[src/shared/t16d_cfg.svh]
// offsets, field positions and reset values of the 16-bit timer data block
`ifndef T16D_CFG_SVH
`define T16D_CFG_SVH

// =====================================================================
// register offsets (low byte; high byte sits one above)
`define T16D_OFF_MASK 8'h6f
`define T16D_OFF_CNT 8'h84
`define T16D_OFF_CAP 8'h86
`define T16D_OFF_CMPA 8'h88
`define T16D_OFF_CMPB 8'h8a
`define T16D_HI_STEP 8'h01

// =====================================================================
// interrupt mask fields
`define T16D_BIT_CAP_IE 5
`define T16D_BIT_MB_IE 2

// =====================================================================
// waveform mode fields: capture value is top when bit 3 set, bit 0 clear
`define T16D_BIT_WGM_HI 3
`define T16D_BIT_WGM_LO 0

// =====================================================================
// reset values and capture filter
`define T16D_RST_WORD 16'h0000
`define T16D_RST_BYTE 8'h00
`define T16D_FILT_LEN 4

`endif

[src/shared/t16d_pkg.sv]
// types shared by the 16-bit timer data block
package t16d_pkg;

  // =====================================================================
  // which 16-bit register a bus address selects
  typedef enum logic [2:0] {
    T16D_SEL_NONE,
    T16D_SEL_CNT,
    T16D_SEL_CAP,
    T16D_SEL_CMPA,
    T16D_SEL_CMPB
  } t16d_sel_t;

  // =====================================================================
  // state of the top module
  typedef struct packed {
    logic [15:0] cnt;
    logic [15:0] cap;
    logic [15:0] cmp_a;
    logic [15:0] cmp_b;
    logic [7:0] temp;
    logic [7:0] rdata;
    logic cap_ie;
    logic mb_ie;
    logic cap_flag;
    logic mb_flag;
    logic cap_irq;
    logic mb_irq;
    logic block;
  } t16d_top_st_t;

  // state of the capture input conditioner
  typedef struct packed {
    logic [3:0] hist;
    logic filt;
    logic prev;
    logic evt;
  } t16d_capt_st_t;

  // state of one compare unit
  typedef struct packed {
    logic match;
  } t16d_cmp_st_t;

endpackage

[src/verilog/t16d_top.sv]
// 16-bit timer data registers, capture, compare and irq mask block
//
// Operation
// - each 16-bit value is a byte pair: bits 7:0 at the base, 15:8 at base plus one.
// - one shared 8-bit high-byte latch carries the high half of every 16-bit access.
// - the counter value can be read and written through its two byte locations.
// - a counter write suppresses compare matches on the following timer tick.
// - a capture event loads the current counter into the capture register.
// - in the top-from-capture modes the capture register is the counter top.
// - each compare register is compared with the counter on every timer tick.
// - a match on B serves both the interrupt path and the waveform output; a match on A drives only the waveform output.
// - capture irq is requested while mask bit 5, global enable and flag are set.
// - match-B irq is requested while mask bit 2, global enable and flag are set.
// - the capture flag sets on capture or on top in capture-top mode, clears on ack or write of one.
// - a match flag sets two cycles after the equality tick, one after the match strobe; a forced compare never sets it.
// - edge select zero is falling, one is rising; the filter wants four equal samples.
// - in capture-top modes the capture pin is disconnected and capture is off.
`timescale 1ns/1ps
`default_nettype none
`include "t16d_cfg.svh"

module t16d_top
  import t16d_pkg::*;
(
  // clock and reset
  input wire logic CORE_CLK,
  input wire logic RST_N,
  // cpu byte bus
  input wire logic [7:0] IO_ADDR,
  input wire logic [7:0] IO_WDATA,
  input wire logic IO_WR,
  input wire logic IO_RD,
  output logic [7:0] IO_RDATA,
  // timer control from the rest of the unit
  input wire logic TIMER_TICK,
  input wire logic [3:0] WAVEFORM_MODE_SELECT,
  input wire logic CAPTURE_EDGE_SELECT,
  input wire logic CAPTURE_NOISE_FILTER_ENABLE,
  input wire logic CAPTURE_FROM_COMPARATOR,
  input wire logic GLOBAL_IRQ_ENABLE,
  // capture sources
  input wire logic CAPTURE_INPUT_PIN,
  input wire logic COMPARATOR_OUT,
  // flag clearing
  input wire logic CAPTURE_FLAG_CLEAR,
  input wire logic MATCH_B_FLAG_CLEAR,
  input wire logic CAPTURE_IRQ_ACK,
  input wire logic MATCH_B_IRQ_ACK,
  // match strobes to the waveform units
  output logic WAVEFORM_MATCH_A,
  output logic WAVEFORM_MATCH_B,
  // flags and interrupt requests
  output logic CAPTURE_FLAG,
  output logic MATCH_B_FLAG,
  output logic CAPTURE_IRQ_REQ,
  output logic MATCH_B_IRQ_REQ
);

  // =====================================================================
  // state
  t16d_top_st_t st_ff;
  t16d_top_st_t nxt_st;

  t16d_sel_t sel;
  logic sel_hi;
  logic sel_mask;
  logic [15:0] sel_val;
  logic cap_is_top;
  logic at_top;
  logic cap_evt_raw;
  logic cap_evt;
  logic [1:0] match;
  logic [15:0] cmp_val [2];

  // =====================================================================
  // capture input conditioning
  t16d_capt u_capt (
    .clk(CORE_CLK),
    .rst_n(RST_N),
    .pin(CAPTURE_INPUT_PIN),
    .acmp(COMPARATOR_OUT),
    .src_sel(CAPTURE_FROM_COMPARATOR),
    .edge_sel(CAPTURE_EDGE_SELECT),
    .filt_en(CAPTURE_NOISE_FILTER_ENABLE),
    .evt(cap_evt_raw)
  );

  // capture-top modes: 8, 10, 12, 14
  assign cap_is_top = WAVEFORM_MODE_SELECT[`T16D_BIT_WGM_HI] &
                      ~WAVEFORM_MODE_SELECT[`T16D_BIT_WGM_LO];
  // pin is cut off while the capture register serves as top
  assign cap_evt = cap_evt_raw & ~cap_is_top;
  assign at_top = cap_is_top & (st_ff.cnt == st_ff.cap);

  // =====================================================================
  // compare units
  assign cmp_val[0] = st_ff.cmp_a;
  assign cmp_val[1] = st_ff.cmp_b;

  generate
    for (genvar i = 0; i < 2; i++) begin : g_cmp
      t16d_cmp u_cmp (
        .clk(CORE_CLK),
        .rst_n(RST_N),
        .tick(TIMER_TICK),
        .block(st_ff.block),
        .cnt(st_ff.cnt),
        .cmp_val(cmp_val[i]),
        .match(match[i])
      );
    end
  endgenerate

  // =====================================================================
  // address decode
  always_comb begin
    sel = T16D_SEL_NONE;
    sel_hi = 1'b0;
    sel_mask = 1'b0;
    if (IO_ADDR == `T16D_OFF_MASK) begin
      sel_mask = 1'b1;
    end else if (IO_ADDR == `T16D_OFF_CNT) begin
      sel = T16D_SEL_CNT;
    end else if (IO_ADDR == `T16D_OFF_CNT + `T16D_HI_STEP) begin
      sel = T16D_SEL_CNT;
      sel_hi = 1'b1;
    end else if (IO_ADDR == `T16D_OFF_CAP) begin
      sel = T16D_SEL_CAP;
    end else if (IO_ADDR == `T16D_OFF_CAP + `T16D_HI_STEP) begin
      sel = T16D_SEL_CAP;
      sel_hi = 1'b1;
    end else if (IO_ADDR == `T16D_OFF_CMPA) begin
      sel = T16D_SEL_CMPA;
    end else if (IO_ADDR == `T16D_OFF_CMPA + `T16D_HI_STEP) begin
      sel = T16D_SEL_CMPA;
      sel_hi = 1'b1;
    end else if (IO_ADDR == `T16D_OFF_CMPB) begin
      sel = T16D_SEL_CMPB;
    end else if (IO_ADDR == `T16D_OFF_CMPB + `T16D_HI_STEP) begin
      sel = T16D_SEL_CMPB;
      sel_hi = 1'b1;
    end
  end

  always_comb begin
    case (sel)
      T16D_SEL_CNT: begin
        sel_val = st_ff.cnt;
      end
      T16D_SEL_CAP: begin
        sel_val = st_ff.cap;
      end
      T16D_SEL_CMPA: begin
        sel_val = st_ff.cmp_a;
      end
      T16D_SEL_CMPB: begin
        sel_val = st_ff.cmp_b;
      end
      default: begin
        sel_val = `T16D_RST_WORD;
      end
    endcase
  end

  // =====================================================================
  // next state
  always_comb begin
    nxt_st = st_ff;

    // counter advances on each tick; wraps at top in capture-top modes
    if (TIMER_TICK) begin
      nxt_st.block = 1'b0;
      if (at_top) begin
        nxt_st.cnt = `T16D_RST_WORD;
      end else begin
        nxt_st.cnt = 16'(st_ff.cnt + 16'h0001);
      end
    end

    // cpu writes: high bytes park in the shared latch
    if (IO_WR) begin
      if (sel_mask) begin
        nxt_st.cap_ie = IO_WDATA[`T16D_BIT_CAP_IE];
        nxt_st.mb_ie = IO_WDATA[`T16D_BIT_MB_IE];
      end else if (sel != T16D_SEL_NONE && sel_hi) begin
        nxt_st.temp = IO_WDATA;
      end else if (sel == T16D_SEL_CNT) begin
        // cpu write beats the tick increment and blocks the next match
        nxt_st.cnt = {st_ff.temp, IO_WDATA};
        nxt_st.block = 1'b1;
      end else if (sel == T16D_SEL_CAP) begin
        nxt_st.cap = {st_ff.temp, IO_WDATA};
      end else if (sel == T16D_SEL_CMPA) begin
        nxt_st.cmp_a = {st_ff.temp, IO_WDATA};
      end else if (sel == T16D_SEL_CMPB) begin
        nxt_st.cmp_b = {st_ff.temp, IO_WDATA};
      end
    end

    // hardware capture wins over a cpu write in the same cycle
    if (cap_evt) begin
      nxt_st.cap = st_ff.cnt;
    end

    // cpu reads: data registered, valid the cycle after the strobe
    if (IO_RD) begin
      if (sel_mask) begin
        nxt_st.rdata = `T16D_RST_BYTE;
        nxt_st.rdata[`T16D_BIT_CAP_IE] = st_ff.cap_ie;
        nxt_st.rdata[`T16D_BIT_MB_IE] = st_ff.mb_ie;
      end else if (sel != T16D_SEL_NONE && sel_hi) begin
        nxt_st.rdata = st_ff.temp;
      end else if (sel != T16D_SEL_NONE) begin
        nxt_st.rdata = sel_val[7:0];
        nxt_st.temp = sel_val[15:8];
      end else begin
        nxt_st.rdata = `T16D_RST_BYTE;
      end
    end

    // flags: a set in the clearing cycle wins
    nxt_st.cap_flag = (st_ff.cap_flag & ~(CAPTURE_IRQ_ACK | CAPTURE_FLAG_CLEAR)) |
                      cap_evt | (TIMER_TICK & at_top);
    // match strobe already lags equality by one cycle; no forced path here
    nxt_st.mb_flag = (st_ff.mb_flag & ~(MATCH_B_IRQ_ACK | MATCH_B_FLAG_CLEAR)) |
                     match[1];

    // requests follow the flags one cycle later
    nxt_st.cap_irq = st_ff.cap_ie & GLOBAL_IRQ_ENABLE & st_ff.cap_flag;
    nxt_st.mb_irq = st_ff.mb_ie & GLOBAL_IRQ_ENABLE & st_ff.mb_flag;
  end

  // =====================================================================
  // state register
  always_ff @(posedge CORE_CLK) begin
    if (!RST_N) begin
      st_ff <= '0;
    end else begin
      st_ff <= nxt_st;
    end
  end

  // =====================================================================
  // outputs
  assign IO_RDATA = st_ff.rdata;
  assign WAVEFORM_MATCH_A = match[0];
  assign WAVEFORM_MATCH_B = match[1];
  assign CAPTURE_FLAG = st_ff.cap_flag;
  assign MATCH_B_FLAG = st_ff.mb_flag;
  assign CAPTURE_IRQ_REQ = st_ff.cap_irq;
  assign MATCH_B_IRQ_REQ = st_ff.mb_irq;

endmodule // t16d_top
`default_nettype wire

[src/verilog/t16d_capt.sv]
// capture input: source select, noise filter and edge detector
`timescale 1ns/1ps
`default_nettype none
`include "t16d_cfg.svh"

module t16d_capt
  import t16d_pkg::*;
(
  // clock and reset
  input wire logic clk,
  input wire logic rst_n,
  // sources
  input wire logic pin,
  input wire logic acmp,
  input wire logic src_sel,
  // configuration
  input wire logic edge_sel,
  input wire logic filt_en,
  // event
  output logic evt
);

  t16d_capt_st_t st_ff;
  t16d_capt_st_t nxt_st;

  always_comb begin
    nxt_st = st_ff;
    nxt_st.hist = {st_ff.hist[2:0], src_sel ? acmp : pin};
    if (filt_en) begin
      // output moves only after four equal samples in a row
      if (&st_ff.hist[`T16D_FILT_LEN-1:0]) begin
        nxt_st.filt = 1'b1;
      end else if (~|st_ff.hist[`T16D_FILT_LEN-1:0]) begin
        nxt_st.filt = 1'b0;
      end
    end else begin
      nxt_st.filt = st_ff.hist[0];
    end
    nxt_st.prev = st_ff.filt;
    // one means rising, zero means falling
    nxt_st.evt = edge_sel ? (st_ff.filt & ~st_ff.prev) : (~st_ff.filt & st_ff.prev);
  end

  always_ff @(posedge clk) begin
    if (!rst_n) begin
      st_ff <= '0;
    end else begin
      st_ff <= nxt_st;
    end
  end

  assign evt = st_ff.evt;

endmodule // t16d_capt
`default_nettype wire

[src/verilog/t16d_cmp.sv]
// one compare unit: registered equality on each timer tick
`timescale 1ns/1ps
`default_nettype none

module t16d_cmp
  import t16d_pkg::*;
(
  // clock and reset
  input wire logic clk,
  input wire logic rst_n,
  // timing
  input wire logic tick,
  input wire logic block,
  // values
  input wire logic [15:0] cnt,
  input wire logic [15:0] cmp_val,
  // result
  output logic match
);

  t16d_cmp_st_t st_ff;
  t16d_cmp_st_t nxt_st;

  always_comb begin
    nxt_st = st_ff;
    // registered so the match shows the cycle after equality
    nxt_st.match = tick & ~block & (cnt == cmp_val);
  end

  always_ff @(posedge clk) begin
    if (!rst_n) begin
      st_ff <= '0;
    end else begin
      st_ff <= nxt_st;
    end
  end

  assign match = st_ff.match;

endmodule // t16d_cmp
`default_nettype wire

[config.mk]
export PLATFORM = sky130hd
export DESIGN_NAME = t16d_top
export DESIGN_NICKNAME = d
export VERILOG_FILES = /design/src/shared/t16d_pkg.sv /design/src/verilog/t16d_top.sv /design/src/verilog/t16d_capt.sv /design/src/verilog/t16d_cmp.sv
export VERILOG_INCLUDE_DIRS = /design/src /design/src/shared
export SDC_FILE = /design/constraint.sdc
export NUM_CORES = 1
export LEC_CHECK = 0
export ABC_AREA = 1
export BUFFER_PORTS_ARGS = -buffer_cell sky130_fd_sc_hd__buf_2
export CAP_MARGIN = 20
export CELL_PAD_IN_SITES_DETAIL_PLACEMENT = 0
export CELL_PAD_IN_SITES_GLOBAL_PLACEMENT = 1
export CORE_MARGIN = 8
export CORE_UTILIZATION = 45
export CTS_CLUSTER_SIZE = 20
export DETAILED_ROUTE_END_ITERATION = 8
export MAX_ROUTING_LAYER = met4
export PLACE_DENSITY_LB_ADDON = 0.1
export SYNTH_ARGS = -nofsm -noshare
export SYNTH_HDL_FRONTEND = slang
export SYNTH_HIERARCHICAL = 1
export SYNTH_SLANG_ARGS = --single-unit
[constraint.sdc]
create_clock -name CORE_CLK -period 5 [get_ports CORE_CLK]
set_clock_uncertainty 0.1 [all_clocks]
set_input_delay 0.75 -clock CORE_CLK [delete_from_list [all_inputs] [get_ports CORE_CLK]]
set_output_delay 0.75 -clock CORE_CLK [all_outputs]
set_load 0.01 [all_outputs]
==> impl_metrics.tcl <==
set metrics [dict create \
    outcome "finished, final reports clean" \
    start_kind "register" \
    fmax_mhz 400 \
    synthesis.nets 1045 \
    postRouteAntennaNets 0 \
    grt_pass1_wl_mm 33.2 \
    yosysTopAreaCellShare_pct 32.0 \
    finalHoldViolCount 0 \
    critical_path.max_fanout 11 \
    avgSynthCellArea_sq_um 5.95 \
    rr_startpoint "st_ff[77]$_SDFF_PN0_" \
    cts_root_buf "clkbuf_16" \
    postLayoutCellArea_sq_um 6540 \
    critical-path-top-delay-family "simple AND/OR/NAND/NOR gates" \
    path_common_cell "nand2_1" \
    drtIter0Drc 513 \
    rsz0062_at_grt "false" \
    drt-pass1-iter-count 5 \
    most-common-layout-cells "nand2_1, inv_1, nor2_1, dfxtp_1, o21ai_0" \
    drv_cap 0 \
    synth_seq_cells 96 \
    start_util_pct 45.7 \
    postCtsHoldBufs 0 \
    synthToLayoutAreaGrowth_pct 8.98 \
    yosys.cell_types.count 34 \
    grt_pass1_vias 5942 \
    drive_above_1_share_pct 9.21 \
    fin_setup_tns_ns 0 \
    cts_tree "yes" \
    insertedDiodeCount 0 \
    cpMaxStageDelayCell "dfxtp_1" \
    dp_slack_ns 2.28 \
    required_ns 5.15 \
    hp-class "register to register" \
    finalNetCount 1064 \
    r2r_end "st_ff[77]$_SDFF_PN0_" \
    viasPerCell 5.21 \
    relSlewSlack_pct 36.9 \
    ff2ff_path_depth 11 \
    post_cts_resized 0 \
    drt_wl_total_mm 20.9 \
    power_density_nw_per_um2 257 \
    die_area_sq_um 17300 \
    worstHoldEndpoint "MATCH_B_IRQ_REQ$_SDFF_PN0_" \
    slew_violations 0 \
    cp_data_arrival_time_ns 2.65 \
    grt_max_degree 44 \
    finalCriticalPeriod_ns 2.50 \
    p_leak_uw 0.00298 \
    critPathMaxStageDelay_ns 0.63 \
    htreeDepth 3 \
    core_sq_um 13100 \
    ir_drop_mv 0.147 \
    place_area_sq_um 6240 \
    vias 6294 \
    hold_start "st_ff[5]$_SDFFE_PN0P_" \
    numPortBuffers 46 \
    final_common_cell "nand2_1" \
    clock_sinks 96 \
    cp_cell_sequence "inv_1 -> nand2_1 -> nand2_1 -> nor2_1 -> nand2_1 -> nor2_1 -> nand4_1 -> nand2_1 -> nand2_1 -> nand2_1 -> nor2_1" \
    final-setup-viol-count 0 \
    post_cts_buffers 0 \
    postLayoutCoreUtil_pct 49.8 \
    post-route-drc-count 0 \
    worst_pin_slew_ns 0.945 \
    finalWorstSetupSlack_ns 2.50 \
    gp_congestion 0.872 \
    ys_seq_area_share_pct 32.0 \
    die_h_um 131 \
    grt_usage_pct 25.1 \
    yosysTopAreaCell "dfxtp_1" \
    syn_inst 1009 \
    critPathKind "register to register" \
    regToRegSetupSlack_ns 2.50 \
    synth_area_leaders "dfxtp_1, nand2_1, inv_1" \
    hold_depth 2 \
    netlist_area_sq_um 6000 \
    worstSkewPairLatency_ns 0.36 \
    hold_slack_ns 0.339 \
    wire_per_inst_um 17.3 \
    clockBufferDepth 2 \
    io_pins 49 \
    end_kind "register" \
    yosys_warnings 6 \
    cts_buffers 9 \
    grt_overflow 0 \
    cts.clk_slew.worst_paths_ns 0.07 \
    fin_crit_sh_pct 49.9 \
    die_x_um 131 \
    path_buf_inv 1 \
    rows 42 \
    post-dp-hpwl_mm 15.1 \
    antenna_found_initial 0 \
]
==> cells in the mapped netlist, drive strengths merged <==
cell type,n
nand2,327
inv,144
nor2,143
dfxtp,96
o21ai,84
a21oi,65
nand3,59
buf,28
clkbuf,13
nor3,12
o2111ai,11
xor2,11
nand4,5
a211oi,2
a31oi,2
o22ai,2
xnor2,2
and2,1
ha,1
or2,1
==> report_power, final <==
group	total [uW]	leakage [uW]	internal [uW]	switching [uW]
Combinational	148	0.00205	46.2	102
Clock	739	0.000152	415	324
Sequential	792	0.000777	777	15.0
Total	1680	0.00298	1240	440
==> area by class of cell <==
class / count / area [sq um]
multi-input cells: 728 / 3300
clock buffers: 11 / 253
clock inverters: 4 / 52.6
flip-flops and latches: 96 / 1920
fillers: 1488 / 6600
inverters: 144 / 541
repair buffers: 49 / 253
well taps: 176 / 220
==> flip-flops by register name (all words and copies together), names as in the netlist, 2 cells and up <==
name / flops
IO_RDATA: 8
st_ff: 43
u_capt/st_ff: 2
u_capt/nxt_st: 4
g_cmp.u_cmp/match: 2
cmp_val: 32
==> worst max path at each step <==
stage	start	endpoint	slack, ns	cells past startpoint
floorplan	IO_ADDR[6]	st_ff[61]$_SDFFE_PN0P_	2.98	11
global placement	RST_N	g_cmp[1].u_cmp/match$_SDFF_PN0_	2.31	8
detailed placement	IO_ADDR[6]	st_ff[83]$_SDFF_PN0_	2.28	9
CTS	st_ff[77]$_SDFF_PN0_	st_ff[77]$_SDFF_PN0_	2.56	11
global route	st_ff[77]$_SDFF_PN0_	st_ff[81]$_SDFF_PN0_	2.25	11
finish	st_ff[77]$_SDFF_PN0_	st_ff[77]$_SDFF_PN0_	2.50	11
==> logic make-up after synthesis <==
kind of cell,Yosys count,synth area share [%]
AO/OA/AOI/OAI,166,14.8
XOR/XNOR,13,1.90
adder cells (fa/ha/maj),1,0.208
buffers and inverters,185,13.0
flip-flops,96,32.0
AND/OR/NAND/NOR,548,38.1
==> metrics by stage <==
step                instances  power [uW]
global route             1208        1740
CTS                      1208        1680
global placement         1193         957
detailed placement       1193         956
finish                   1208        1680
floorplan                1009         898
==> routing by layer <==
layer | GRT usage [%] | vias to the layer above | routed length, um
li1 | - | 3177 | -
met1 | 33.5 | 2870 | 9870
met2 | 37.4 | 213 | 9190
met3 | 3.70 | 34 | 1250
met4 | 9.89 | 0 | 567
met5 | - | - | 0
==> worst register-to-register path, cell delays in order (launching register included) <==
cell and delay [ns]:
dfxtp_1 0.63, inv_1 0.18, nand2_1 0.15, nand2_1 0.09
nor2_1 0.11, nand2_1 0.05, nor2_1 0.08, nand4_1 0.55
nand2_1 0.22, nand2_1 0.09, nand2_1 0.10, nor2_1 0.04
Note: power is estimated with default switching activity, not from simulation.
